==> config.mk <==
export PLATFORM = sky130hd
export DESIGN_NAME = srid_decoder
export DESIGN_NICKNAME = d
export VERILOG_FILES = /design/src/hw/srid_pkg.sv /design/src/hw/srid_decoder.sv
export VERILOG_INCLUDE_DIRS = /design/src /design/src/hw
export SDC_FILE = /design/constraint.sdc
export NUM_CORES = 1
export LEC_CHECK = 0
export BUFFER_PORTS_ARGS = -buffer_cell sky130_fd_sc_hd__buf_2
export CAP_MARGIN = 10
export CORE_MARGIN = 8
export CORE_UTILIZATION = 60
export CTS_BUF_LIST = sky130_fd_sc_hd__clkbuf_8
export DETAILED_ROUTE_END_ITERATION = 16
export GPL_ROUTABILITY_DRIVEN = 1
export GPL_TIMING_DRIVEN = 0
export MAX_ROUTING_LAYER = met4
export PLACE_DENSITY = 0.83
export SLEW_MARGIN = 20
export SYNTH_ARGS = -nofsm -noshare
export SYNTH_HDL_FRONTEND = slang
export SYNTH_SLANG_ARGS = --single-unit
==> constraint.sdc <==
create_clock -name core_clk_i -period 2.52 [get_ports core_clk_i]
set_input_delay 0.504 -clock core_clk_i [delete_from_list [all_inputs] [get_ports core_clk_i]]
set_output_delay 0.504 -clock core_clk_i [all_outputs]
set_load 0.05 [all_outputs]
==> src/hw/srid_map.svh <==
`ifndef SRID_MAP_SVH
`define SRID_MAP_SVH
// ----------------------------------------
// Register byte offsets
// ----------------------------------------
`define SRID_OFS_IMAGE_LO   8'h00
`define SRID_OFS_IMAGE_HI   8'h04
`define SRID_OFS_CONFIG     8'h08
`define SRID_OFS_TORQUE     8'h0c
`define SRID_OFS_INT_TORQUE 8'h10
`define SRID_OFS_CMD_POS    8'h14
`define SRID_OFS_CMD_SPD    8'h18
`define SRID_OFS_STATUS     8'h1c
`define SRID_OFS_IRQ_STAT   8'h20
`define SRID_OFS_IRQ_MASK   8'h24
// ----------------------------------------
// Image bit positions
// ----------------------------------------
`define SRID_BIT_TABLE_LO   10
`define SRID_BIT_TABLE_HI   14
`define SRID_BIT_RESET      26
`define SRID_BIT_TORQUE_SEL 6
`define SRID_BIT_PROP       7
`define SRID_BIT_GAIN       8
`define SRID_BIT_SPEC_SEL   10
`define SRID_BIT_ABS_INC    11
// ----------------------------------------
// Config fields
// ----------------------------------------
`define SRID_BIT_TWO_STATION 0
`define SRID_BIT_CMD_ABS     1
`define SRID_BIT_SHUTOFF     2
`define SRID_FLD_DIRECT_LO   4
`define SRID_FLD_DIRECT_HI   7
`define SRID_DIRECT_REG_CODE 4'h2
// ----------------------------------------
// Reset values and codes
// ----------------------------------------
`define SRID_RST_WORD      32'h0000_0000
`define SRID_RST_CONFIG    32'h0000_0001
`define SRID_RESP_OKAY     2'b00
`define SRID_RESP_SLVERR   2'b10
`define SRID_IRQ_FSTOP_IN  0
`define SRID_IRQ_FSTOP_OUT 1
`define SRID_IRQ_ALM_CLR   2
`define SRID_IRQ_W         3
// ----------------------------------------
// Timing
// ----------------------------------------
`define SRID_CLK_KHZ       250000
`define SRID_RESET_HOLD_MS 50
`endif

==> src/hw/srid_pkg.sv <==
package srid_pkg;
    typedef struct packed {
        logic [15:0] fwd;
        logic [15:0] rev;
    } srid_torque_t;

    typedef struct packed {
        logic        from_regs;
        logic        incremental;
        logic [4:0]  table_index;
        logic [31:0] position;
        logic [31:0] speed;
    } srid_cmd_t;

    typedef struct packed {
        logic prop_mode;
        logic gain_alt;
        logic power_enable;
        logic dyn_brake;
        logic forced_stop;
    } srid_drive_t;

    typedef enum logic {
        SRID_RUN,
        SRID_FSTOP
    } srid_state_t;
endpackage

==> src/hw/srid_decoder.sv <==
// Summary of operation
// - Torque select low: forward and reverse torque limit parameters are active.
// - Torque select high: internal torque limit parameter replaces both limits.
// - Proportional bit high: speed loop runs proportional only, else PI.
// - Gain change bit high: alternate inertia ratio and gain set is used.
// - Specifying select low: command comes from table entry picked by five bits.
// - Specifying select high: command from command registers, direct code register-based.
// - Absolute/incremental bit honoured only with register mode and absolute system.
// - Honoured bit low means absolute target, high means incremental move.
// - Alarm clears after reset bit held 50 ms; bit position depends on occupancy.
// - Non-clearable alarm types stay active despite reset bit.
// - Reset with no alarm keeps power stage on unless shutoff code set.
// - Forced stop comes only from the hard-wired input, no fieldbus bit.
// - Forced stop input off: enter stop state, power off, dynamic brake on.
// - Forced stop input back on: leave the stop state.
`timescale 1ns/1ps
`include "srid_map.svh"
module srid_decoder #(
    parameter int HOLD_CYC = `SRID_RESET_HOLD_MS * `SRID_CLK_KHZ
) (
    // Clock and reset
    input  wire logic                 core_clk_i,
    input  wire logic                 reset_i,
    // AXI4-Lite slave
    input  wire logic [7:0]           s_axi_awaddr,
    input  wire logic                 s_axi_awvalid,
    output logic                      s_axi_awready,
    input  wire logic [31:0]          s_axi_wdata,
    input  wire logic [3:0]           s_axi_wstrb,
    input  wire logic                 s_axi_wvalid,
    output logic                      s_axi_wready,
    output logic [1:0]                s_axi_bresp,
    output logic                      s_axi_bvalid,
    input  wire logic                 s_axi_bready,
    input  wire logic [7:0]           s_axi_araddr,
    input  wire logic                 s_axi_arvalid,
    output logic                      s_axi_arready,
    output logic [31:0]               s_axi_rdata,
    output logic [1:0]                s_axi_rresp,
    output logic                      s_axi_rvalid,
    input  wire logic                 s_axi_rready,
    // Image refresh and hard-wired input
    input  wire logic                 image_refresh_i,
    input  wire logic                 forced_stop_input_i,
    // Servo core side
    input  wire logic                 alarm_active_i,
    input  wire logic                 alarm_clearable_i,
    output srid_pkg::srid_torque_t    torque_limit_o,
    output srid_pkg::srid_cmd_t       command_o,
    output srid_pkg::srid_drive_t     drive_o,
    output logic                      alarm_clear_o,
    output logic                      irq_o
);
    import srid_pkg::*;

    // ----------------------------------------
    // Helpers
    // ----------------------------------------
    function automatic logic [31:0] merge(input logic [31:0] old, input logic [31:0] nw,
                                          input logic [3:0] strb);
        logic [31:0] r;
        r = old;
        for (int i = 0; i < 4; i++) begin
            if (strb[i]) begin
                r[i*8 +: 8] = nw[i*8 +: 8];
            end
        end
        return r;
    endfunction

    function automatic logic mapped(input logic [7:0] a);
        return a <= `SRID_OFS_IRQ_MASK && a[1:0] == 2'b00;
    endfunction

    // ----------------------------------------
    // Registers
    // ----------------------------------------
    logic [31:0]             image_lo_q, image_hi_q, config_q, torque_q, int_torque_q;
    logic [31:0]             cmd_pos_q, cmd_spd_q;
    logic [`SRID_IRQ_W-1:0]  irq_stat_q, irq_mask_q;
    srid_state_t             state_q;
    logic [23:0]             hold_cnt_q;
    logic                    reset_held_q;

    // ----------------------------------------
    // Bus decode
    // ----------------------------------------
    wire        wr_take  = s_axi_awvalid && s_axi_wvalid && !s_axi_awready && !s_axi_bvalid;
    wire        wr_fire  = s_axi_awready;
    wire        rd_take  = s_axi_arvalid && !s_axi_arready && !s_axi_rvalid;
    wire        rd_fire  = s_axi_arready;
    wire [7:0]  wa       = s_axi_awaddr;
    wire [7:0]  ra       = s_axi_araddr;
    wire        wr_lo    = wr_fire && wa == `SRID_OFS_IMAGE_LO;
    wire        wr_hi    = wr_fire && wa == `SRID_OFS_IMAGE_HI;
    wire        wr_cfg   = wr_fire && wa == `SRID_OFS_CONFIG;
    wire        wr_tq    = wr_fire && wa == `SRID_OFS_TORQUE;
    wire        wr_itq   = wr_fire && wa == `SRID_OFS_INT_TORQUE;
    wire        wr_pos   = wr_fire && wa == `SRID_OFS_CMD_POS;
    wire        wr_spd   = wr_fire && wa == `SRID_OFS_CMD_SPD;
    wire        wr_msk   = wr_fire && wa == `SRID_OFS_IRQ_MASK;
    wire        rd_irq   = rd_fire && ra == `SRID_OFS_IRQ_STAT;

    // ----------------------------------------
    // Remote image decode
    // ----------------------------------------
    wire        two_station = config_q[`SRID_BIT_TWO_STATION];
    wire        cmd_abs_sys = config_q[`SRID_BIT_CMD_ABS];
    wire        shutoff_cfg = config_q[`SRID_BIT_SHUTOFF];
    wire [3:0]  direct_code = config_q[`SRID_FLD_DIRECT_HI:`SRID_FLD_DIRECT_LO];
    // The reset bit moves with station occupancy
    wire        reset_bit   = two_station ? image_hi_q[`SRID_BIT_RESET]
                                          : image_lo_q[`SRID_BIT_RESET];
    wire        torque_sel  = image_hi_q[`SRID_BIT_TORQUE_SEL];
    wire        spec_sel    = image_hi_q[`SRID_BIT_SPEC_SEL];
    // Register mode needs the direct code too, else the table stays in charge
    wire        reg_mode    = spec_sel && direct_code == `SRID_DIRECT_REG_CODE;
    wire        incr_honour = reg_mode && cmd_abs_sys;

    srid_torque_t torque_d;
    srid_cmd_t    cmd_d;
    assign torque_d.fwd = torque_sel ? int_torque_q[15:0] : torque_q[15:0];
    assign torque_d.rev = torque_sel ? int_torque_q[15:0] : torque_q[31:16];
    assign cmd_d.from_regs   = reg_mode;
    assign cmd_d.incremental = incr_honour && image_hi_q[`SRID_BIT_ABS_INC];
    assign cmd_d.table_index = image_lo_q[`SRID_BIT_TABLE_HI:`SRID_BIT_TABLE_LO];
    assign cmd_d.position    = cmd_pos_q;
    assign cmd_d.speed       = cmd_spd_q;

    // ----------------------------------------
    // Alarm reset and forced stop
    // ----------------------------------------
    wire        hold_done   = hold_cnt_q == 24'(HOLD_CYC - 1);
    wire        clear_d     = hold_done && reset_bit && alarm_active_i && alarm_clearable_i;
    // Only the hard-wired pin feeds the stop state; no image bit reaches it
    wire        fstop_enter = state_q == SRID_RUN && !forced_stop_input_i;
    wire        fstop_leave = state_q == SRID_FSTOP && forced_stop_input_i;
    wire        in_fstop    = state_q == SRID_FSTOP || fstop_enter;
    wire [`SRID_IRQ_W-1:0] irq_ev = {clear_d, fstop_leave, fstop_enter};
    wire        power_d     = !in_fstop && !alarm_active_i
                            && !(reset_held_q && shutoff_cfg);

    // ----------------------------------------
    // Bus handshake
    // ----------------------------------------
    always_ff @(posedge core_clk_i) begin
        if (reset_i) begin
            s_axi_awready <= 1'b0;
            s_axi_wready  <= 1'b0;
            s_axi_bvalid  <= 1'b0;
            s_axi_bresp   <= `SRID_RESP_OKAY;
            s_axi_arready <= 1'b0;
            s_axi_rvalid  <= 1'b0;
            s_axi_rresp   <= `SRID_RESP_OKAY;
            s_axi_rdata   <= `SRID_RST_WORD;
        end else begin
            s_axi_awready <= wr_take;
            s_axi_wready  <= wr_take;
            if (wr_fire) begin
                s_axi_bvalid <= 1'b1;
                s_axi_bresp  <= mapped(wa) ? `SRID_RESP_OKAY : `SRID_RESP_SLVERR;
            end else if (s_axi_bready) begin
                s_axi_bvalid <= 1'b0;
            end
            s_axi_arready <= rd_take;
            if (rd_fire) begin
                s_axi_rvalid <= 1'b1;
                s_axi_rresp  <= mapped(ra) ? `SRID_RESP_OKAY : `SRID_RESP_SLVERR;
                unique case (ra)
                    `SRID_OFS_IMAGE_LO:   s_axi_rdata <= image_lo_q;
                    `SRID_OFS_IMAGE_HI:   s_axi_rdata <= image_hi_q;
                    `SRID_OFS_CONFIG:     s_axi_rdata <= config_q;
                    `SRID_OFS_TORQUE:     s_axi_rdata <= torque_q;
                    `SRID_OFS_INT_TORQUE: s_axi_rdata <= int_torque_q;
                    `SRID_OFS_CMD_POS:    s_axi_rdata <= cmd_pos_q;
                    `SRID_OFS_CMD_SPD:    s_axi_rdata <= cmd_spd_q;
                    `SRID_OFS_STATUS:     s_axi_rdata <= {26'h0, reset_held_q, drive_o};
                    `SRID_OFS_IRQ_STAT:   s_axi_rdata <= {29'h0, irq_stat_q};
                    `SRID_OFS_IRQ_MASK:   s_axi_rdata <= {29'h0, irq_mask_q};
                    default:              s_axi_rdata <= `SRID_RST_WORD;
                endcase
            end else if (s_axi_rready) begin
                s_axi_rvalid <= 1'b0;
            end
        end
    end

    // ----------------------------------------
    // Software registers
    // ----------------------------------------
    always_ff @(posedge core_clk_i) begin
        if (reset_i) begin
            image_lo_q   <= `SRID_RST_WORD;
            image_hi_q   <= `SRID_RST_WORD;
            config_q     <= `SRID_RST_CONFIG;
            torque_q     <= `SRID_RST_WORD;
            int_torque_q <= `SRID_RST_WORD;
            cmd_pos_q    <= `SRID_RST_WORD;
            cmd_spd_q    <= `SRID_RST_WORD;
            irq_mask_q   <= '0;
        end else begin
            if (wr_lo)  image_lo_q   <= merge(image_lo_q, s_axi_wdata, s_axi_wstrb);
            if (wr_hi)  image_hi_q   <= merge(image_hi_q, s_axi_wdata, s_axi_wstrb);
            if (wr_cfg) config_q     <= merge(config_q, s_axi_wdata, s_axi_wstrb);
            if (wr_tq)  torque_q     <= merge(torque_q, s_axi_wdata, s_axi_wstrb);
            if (wr_itq) int_torque_q <= merge(int_torque_q, s_axi_wdata, s_axi_wstrb);
            if (wr_pos) cmd_pos_q    <= merge(cmd_pos_q, s_axi_wdata, s_axi_wstrb);
            if (wr_spd) cmd_spd_q    <= merge(cmd_spd_q, s_axi_wdata, s_axi_wstrb);
            if (wr_msk) irq_mask_q   <= s_axi_wdata[`SRID_IRQ_W-1:0];
        end
    end

    // ----------------------------------------
    // Refresh-sampled mode outputs
    // ----------------------------------------
    // Mode outputs follow levels only at a refresh, so a half-written image never leaks into them; the reset bit acts every cycle
    always_ff @(posedge core_clk_i) begin
        if (reset_i) begin
            torque_limit_o     <= '0;
            command_o          <= '0;
            drive_o.prop_mode  <= 1'b0;
            drive_o.gain_alt   <= 1'b0;
        end else if (image_refresh_i) begin
            torque_limit_o     <= torque_d;
            command_o          <= cmd_d;
            drive_o.prop_mode  <= image_hi_q[`SRID_BIT_PROP];
            drive_o.gain_alt   <= image_hi_q[`SRID_BIT_GAIN];
        end
    end

    // ----------------------------------------
    // Alarm reset timer, stop state, interrupts
    // ----------------------------------------
    always_ff @(posedge core_clk_i) begin
        if (reset_i) begin
            hold_cnt_q           <= '0;
            reset_held_q         <= 1'b0;
            alarm_clear_o        <= 1'b0;
            state_q              <= SRID_FSTOP;
            drive_o.power_enable <= 1'b0;
            drive_o.dyn_brake    <= 1'b1;
            drive_o.forced_stop  <= 1'b1;
            irq_stat_q           <= '0;
            irq_o                <= 1'b0;
        end else begin
            // Any drop of the bit restarts the count
            if (!reset_bit) begin
                hold_cnt_q <= '0;
            end else if (!hold_done) begin
                hold_cnt_q <= hold_cnt_q + 24'h1;
            end
            reset_held_q         <= reset_bit;
            alarm_clear_o        <= clear_d;
            if (fstop_enter) state_q <= SRID_FSTOP;
            else if (fstop_leave) state_q <= SRID_RUN;
            drive_o.power_enable <= power_d;
            drive_o.dyn_brake    <= in_fstop;
            drive_o.forced_stop  <= in_fstop;
            // A new event wins over the clear of a status read
            irq_stat_q           <= (rd_irq ? '0 : irq_stat_q) | irq_ev;
            irq_o                <= |(((rd_irq ? '0 : irq_stat_q) | irq_ev) & irq_mask_q);
        end
    end

    // ----------------------------------------
    // Checks
    // ----------------------------------------
    fwd_torque_src_a: assert property (@(posedge core_clk_i) disable iff (reset_i)
        image_refresh_i && !torque_sel |=> torque_limit_o.fwd == $past(torque_q[15:0]))
        else $error("forward limit not from forward parameter");

    int_torque_src_a: assert property (@(posedge core_clk_i) disable iff (reset_i)
        image_refresh_i && torque_sel |=> torque_limit_o.rev == $past(int_torque_q[15:0]))
        else $error("reverse limit not from internal parameter");

    prop_mode_follow_a: assert property (@(posedge core_clk_i) disable iff (reset_i)
        image_refresh_i |=> drive_o.prop_mode == $past(image_hi_q[`SRID_BIT_PROP]))
        else $error("proportional mode does not follow image");

    gain_hold_a: assert property (@(posedge core_clk_i) disable iff (reset_i)
        !image_refresh_i |=> $stable(drive_o.gain_alt))
        else $error("gain set changed without refresh");

    table_mode_a: assert property (@(posedge core_clk_i) disable iff (reset_i)
        image_refresh_i && !spec_sel |=> !command_o.from_regs)
        else $error("register mode without specifying select");

    table_index_a: assert property (@(posedge core_clk_i) disable iff (reset_i)
        image_refresh_i |=> command_o.table_index == $past(image_lo_q[`SRID_BIT_TABLE_HI:`SRID_BIT_TABLE_LO]))
        else $error("table index does not follow image");

    spec_reg_a: assert property (@(posedge core_clk_i) disable iff (reset_i)
        image_refresh_i && reg_mode |=> command_o.from_regs && command_o.position == $past(cmd_pos_q))
        else $error("register command not taken");

    incr_ignored_a: assert property (@(posedge core_clk_i) disable iff (reset_i)
        image_refresh_i && !cmd_abs_sys |=> !command_o.incremental)
        else $error("incremental bit honoured without absolute system");

    incr_follow_a: assert property (@(posedge core_clk_i) disable iff (reset_i)
        image_refresh_i && incr_honour |=> command_o.incremental == $past(image_hi_q[`SRID_BIT_ABS_INC]))
        else $error("absolute or incremental choice not followed");

    alarm_hold_a: assert property (@(posedge core_clk_i) disable iff (reset_i)
        alarm_clear_o |-> $past(reset_bit) && $past(hold_cnt_q) == 24'(HOLD_CYC - 1))
        else $error("alarm cleared before hold time");

    alarm_keep_a: assert property (@(posedge core_clk_i) disable iff (reset_i)
        !alarm_clearable_i |=> !alarm_clear_o)
        else $error("designated alarm cleared");

    reset_power_a: assert property (@(posedge core_clk_i) disable iff (reset_i)
        reset_held_q && !shutoff_cfg && !alarm_active_i && !in_fstop |=> drive_o.power_enable)
        else $error("power dropped by reset bit without shutoff code");

    reset_shut_a: assert property (@(posedge core_clk_i) disable iff (reset_i)
        reset_held_q && shutoff_cfg |=> !drive_o.power_enable)
        else $error("power kept although shutoff code set");

    pin_only_stop_a: assert property (@(posedge core_clk_i) disable iff (reset_i)
        state_q == SRID_RUN && forced_stop_input_i |=> !drive_o.forced_stop)
        else $error("forced stop without the stop pin");

    fstop_enter_a: assert property (@(posedge core_clk_i) disable iff (reset_i)
        !forced_stop_input_i |=> drive_o.dyn_brake && !drive_o.power_enable)
        else $error("forced stop not applied");

    fstop_leave_a: assert property (@(posedge core_clk_i) disable iff (reset_i)
        forced_stop_input_i [*2] |=> !drive_o.forced_stop)
        else $error("forced stop not left");

    irq_level_a: assert property (@(posedge core_clk_i) disable iff (reset_i)
        irq_o |-> $past(irq_mask_q) != '0)
        else $error("interrupt with all sources masked");

    irq_set_wins_a: assert property (@(posedge core_clk_i) disable iff (reset_i)
        irq_ev != '0 |=> (irq_stat_q & $past(irq_ev)) == $past(irq_ev))
        else $error("interrupt event lost");

    stat_read_clear_a: assert property (@(posedge core_clk_i) disable iff (reset_i)
        rd_irq && irq_ev == '0 |=> irq_stat_q == '0)
        else $error("status read did not clear");
endmodule

==> results.toml <==
[synth]
synth.distinct_cells = 69
synth_area_mm2 = 0.0168
synth_edf_count = 0
synth_seq_area_share = 0.482
yosys_warnings = 0
ys.flop_type = "dfxtp_1"
netlist_instances = 1965
ys_ff_latch = 403
async_flop_share = 0
syn_avg_cell_area_um2 = 8.52

[clocking]
clk_pin_slew_ps = 60
root_buffer = "clkbuf_8"
clk-insertion-delay-late_ps = 600
cts_buffers = 67
tritoncts = "yes"
hold_buffers = 0
cts_buffer_depth = 3
cts_htree_levels = 3
cts_sinks = 403

[sta]
finalSetupTns_ps = -70.5
tightestPinTransition_ps = 1150
fmax_mhz = 392
clock_skew_ps = 36.1
worst_hold_slack_ps = 101
rsz0062_at_grt = "no"
finalCritPeriodShare = 1.01
timing.final.ws_setup_ps = -32.5
relSlewSlack = 0.234
setup_viol = 4
hold_violations = 0
min_period_ps = 2550
report.final.slew_viol_count = 0

[setup_path]
cp_num_buf_inv = 3
critPathLaunchType = "primary input"
crit_slowest_cell = "nor4bb_4"
cpLargestDelayFamily = "buffers and inverters"
cp-end-kind = "register"
crit_top_cell = "clkbuf_1"
crit_chain = "clkbuf_1 -> nor4bb_4 -> and2_0 -> clkbuf_1 -> buf_2 -> nand2_1 -> a31oi_1 -> a21o_1"
setup.worst_path.class = "in2reg"
crit_required_ps = 3050
critical_path.max_fanout = 10
cpPeakStageDelay_ps = 620
arrival_ps = 3090

[placed_design]
port_buffers = 199
place.gp.congestion = 1.08
dp_slack_ps = -802
dp_cells = 2544
hpwl_um = 51200
dpl_cell_area_mm2 = 0.0183

[detailed_routing]
first_pass_iters = 9
drc = 0
drtIter0Drc = 2697
drt-wirelength-per-cell_um = 26.5
viasPerCell = 6.55
ant_nets = 0
wirelength_um = 70800
vias = 17479

[global_route]
grt_first_pass_wirelength_um = 103000
grt_usage = 0.419
grt_pass1_vias = 16441
grt_overflow = 0
antenna_found_initial = 5
grt_max_degree = 11

[floorplan]
coreArea_mm2 = 0.0276
rows = 61
chipWidth_um = 183
initial_core_util = 0.606
io-pin-count = 214
die_area_mm2 = 0.0335
die_h_um = 183

[power]
pwr-share-clk = 0.440
combPwrFrac = 0.068
switching_share = 0.263
ir_drop_uv = 501
pwr-share-seq = 0.492
switching_power_mw = 3.44
power.leakage_nw = 7.31
power_mw = 13.1
internal_power_mw = 9.64
powerDensity_mw_per_mm2 = 665

[cells_and_area]
finish.utilization = 0.711
nNetsFinal = 2299
area_growth_pct = 17.3
instances_no_fill = 2667
drive_gt1_frac = 0.166
final_cell_area_mm2 = 0.0197

[worst_hold_path]
min_path_type = "in2reg"

[run]
drv_cap = 0

[run_status]
outcome = "complete, but fails checks"
violations = "negative setup slack"
==> area by class of cell <==
class                           instances  area, µm²
Buffer                                154        654
Tap cell                              378        473
Fill cell                            2312       7970
Antenna cell                            5       12.5
Clock buffer                           82       1130
Inverter                               13       48.8
Sequential cell                       403       8070
Clock inverter                         36        191
Multi-Input combinational cell       1396       8070
Timing Repair Buffer                  200       1010
==> power by group through the flow <==
stage | combinational, mW | clock, mW | sequential (mW)
6_report | 0.889 | 5.76 | 6.43
5_1_grt | 0.892 | 6.04 | 6.43
4_1_cts | 0.841 | 5.72 | 6.43
3_5_place_dp | 0.836 | 0 | 6.57
3_3_place_gp | 0.819 | 0 | 6.57
2_1_floorplan | 0.346 | 0 | 6.67
==> routing by layer <==
metal  share of wire  global-route usage  wire (µm)  up-vias
li1                -                   -          -     7513
met1            0.37               0.514      26300     8142
met2            0.42               0.598      29500     1495
met3            0.14               0.125      10200      329
met4           0.067               0.259       4780        0
met5               0                   -          0        -
==> cells by family after synthesis <==
| group | count (synthesis) | share of synthesized area |
|---|---|---|
| and+or+nand+nor | 787 | 0.216 |
| buffers and inverters | 167 | 0.0415 |
| muxes | 155 | 0.0963 |
| other | 1 | 0.000224 |
| AOI/OAI and AO/OA | 434 | 0.155 |
| adders and majority gates | 1 | 0.000747 |
| DFF | 403 | 0.482 |
| xor gates and xnor gates | 17 | 0.00889 |
==> worst reg2reg max path, cell delays in order (launching register included) <==
cell	delay, ps
dfxtp_1	440
or4b_1	460
buf_2	260
nor3b_4	520
nand2_1	380
nand2_1	190
a21oi_1	80
==> cells in the mapped netlist (6+ instances only) <==
cell type / number / share of area
nand4_1: 7 / 0.0026
a21oi_1: 248 / 0.074
a211oi_1: 40 / 0.018
nor4_1: 6 / 0.0022
nor3_1: 7 / 0.0021
a22oi_1: 30 / 0.013
a221oi_1: 8 / 0.0042
xor2_1: 10 / 0.0052
xnor2_1: 7 / 0.0037
nor2_1: 156 / 0.035
buf_1: 6 / 0.0013
buf_2: 34 / 0.010
mux2_2: 9 / 0.0061
a22o_1: 11 / 0.0058
o22ai_1: 13 / 0.0049
dfxtp_1: 403 / 0.48
inv_1: 12 / 0.0027
nand2_1: 316 / 0.071
nand3_1: 240 / 0.072
clkbuf_1: 108 / 0.024
o21ai_0: 41 / 0.012
o2bb2ai_1: 8 / 0.0042
mux2i_1: 142 / 0.085
==> state kept, by name, summed over array words and instances, names as in the netlist, 3 cells and up <==
name	flops
torque_limit_o	32
irq_stat_q	3
config_q	32
hold_cnt_q	24
image_hi_q	32
irq_mask_q	3
image_lo_q	32
s_axi_rdata	32
drive_o	4
cmd_pos_q	32
torque_q	32
cmd_spd_q	32
int_torque_q	32
command_o	71
==> layout by cell type (no fill, tap or decap), types with 6 or more instances in the layout <==
master,synthesis,final
dfxtp_1,403,403
nand2_1,316,314
clkbuf_1,108,102
xor2_1,10,10
a22oi_1,30,30
clkbuf_8,0,82
clkbuf_2,0,6
nand3_1,240,240
clkinv_2,0,7
o2bb2ai_1,8,8
nand4_1,7,7
buf_2,34,233
mux2_2,9,9
buf_1,6,6
inv_1,12,35
nor3_1,7,7
a21oi_1,248,248
a221oi_1,8,8
xnor2_1,7,7
nor2_1,156,155
mux2i_1,142,142
a211oi_1,40,40
o22ai_1,13,13
a22o_1,11,11
o21ai_0,41,41
==> final timing paths <==
kind                   startpoint               to  slack [ps]  cells after the start
hold reg to reg      s_axi_bvalid     s_axi_wready         450                      1
setup reg to reg     s_axi_wready     config_q[15]          70                      6
hold / removal     alarm_active_i       drive_o[2]         100                      2
setup / recovery  s_axi_araddr[1]  s_axi_rdata[24]         -30                      8
==> what timing repair did <==
item,in CTS,in global routing
setup buffers,0,0
endpoints found under the setup margin,6,23
resized for setup,2,19
pin swaps,0,0
Note: power is estimated with default switching activity, not from simulation.
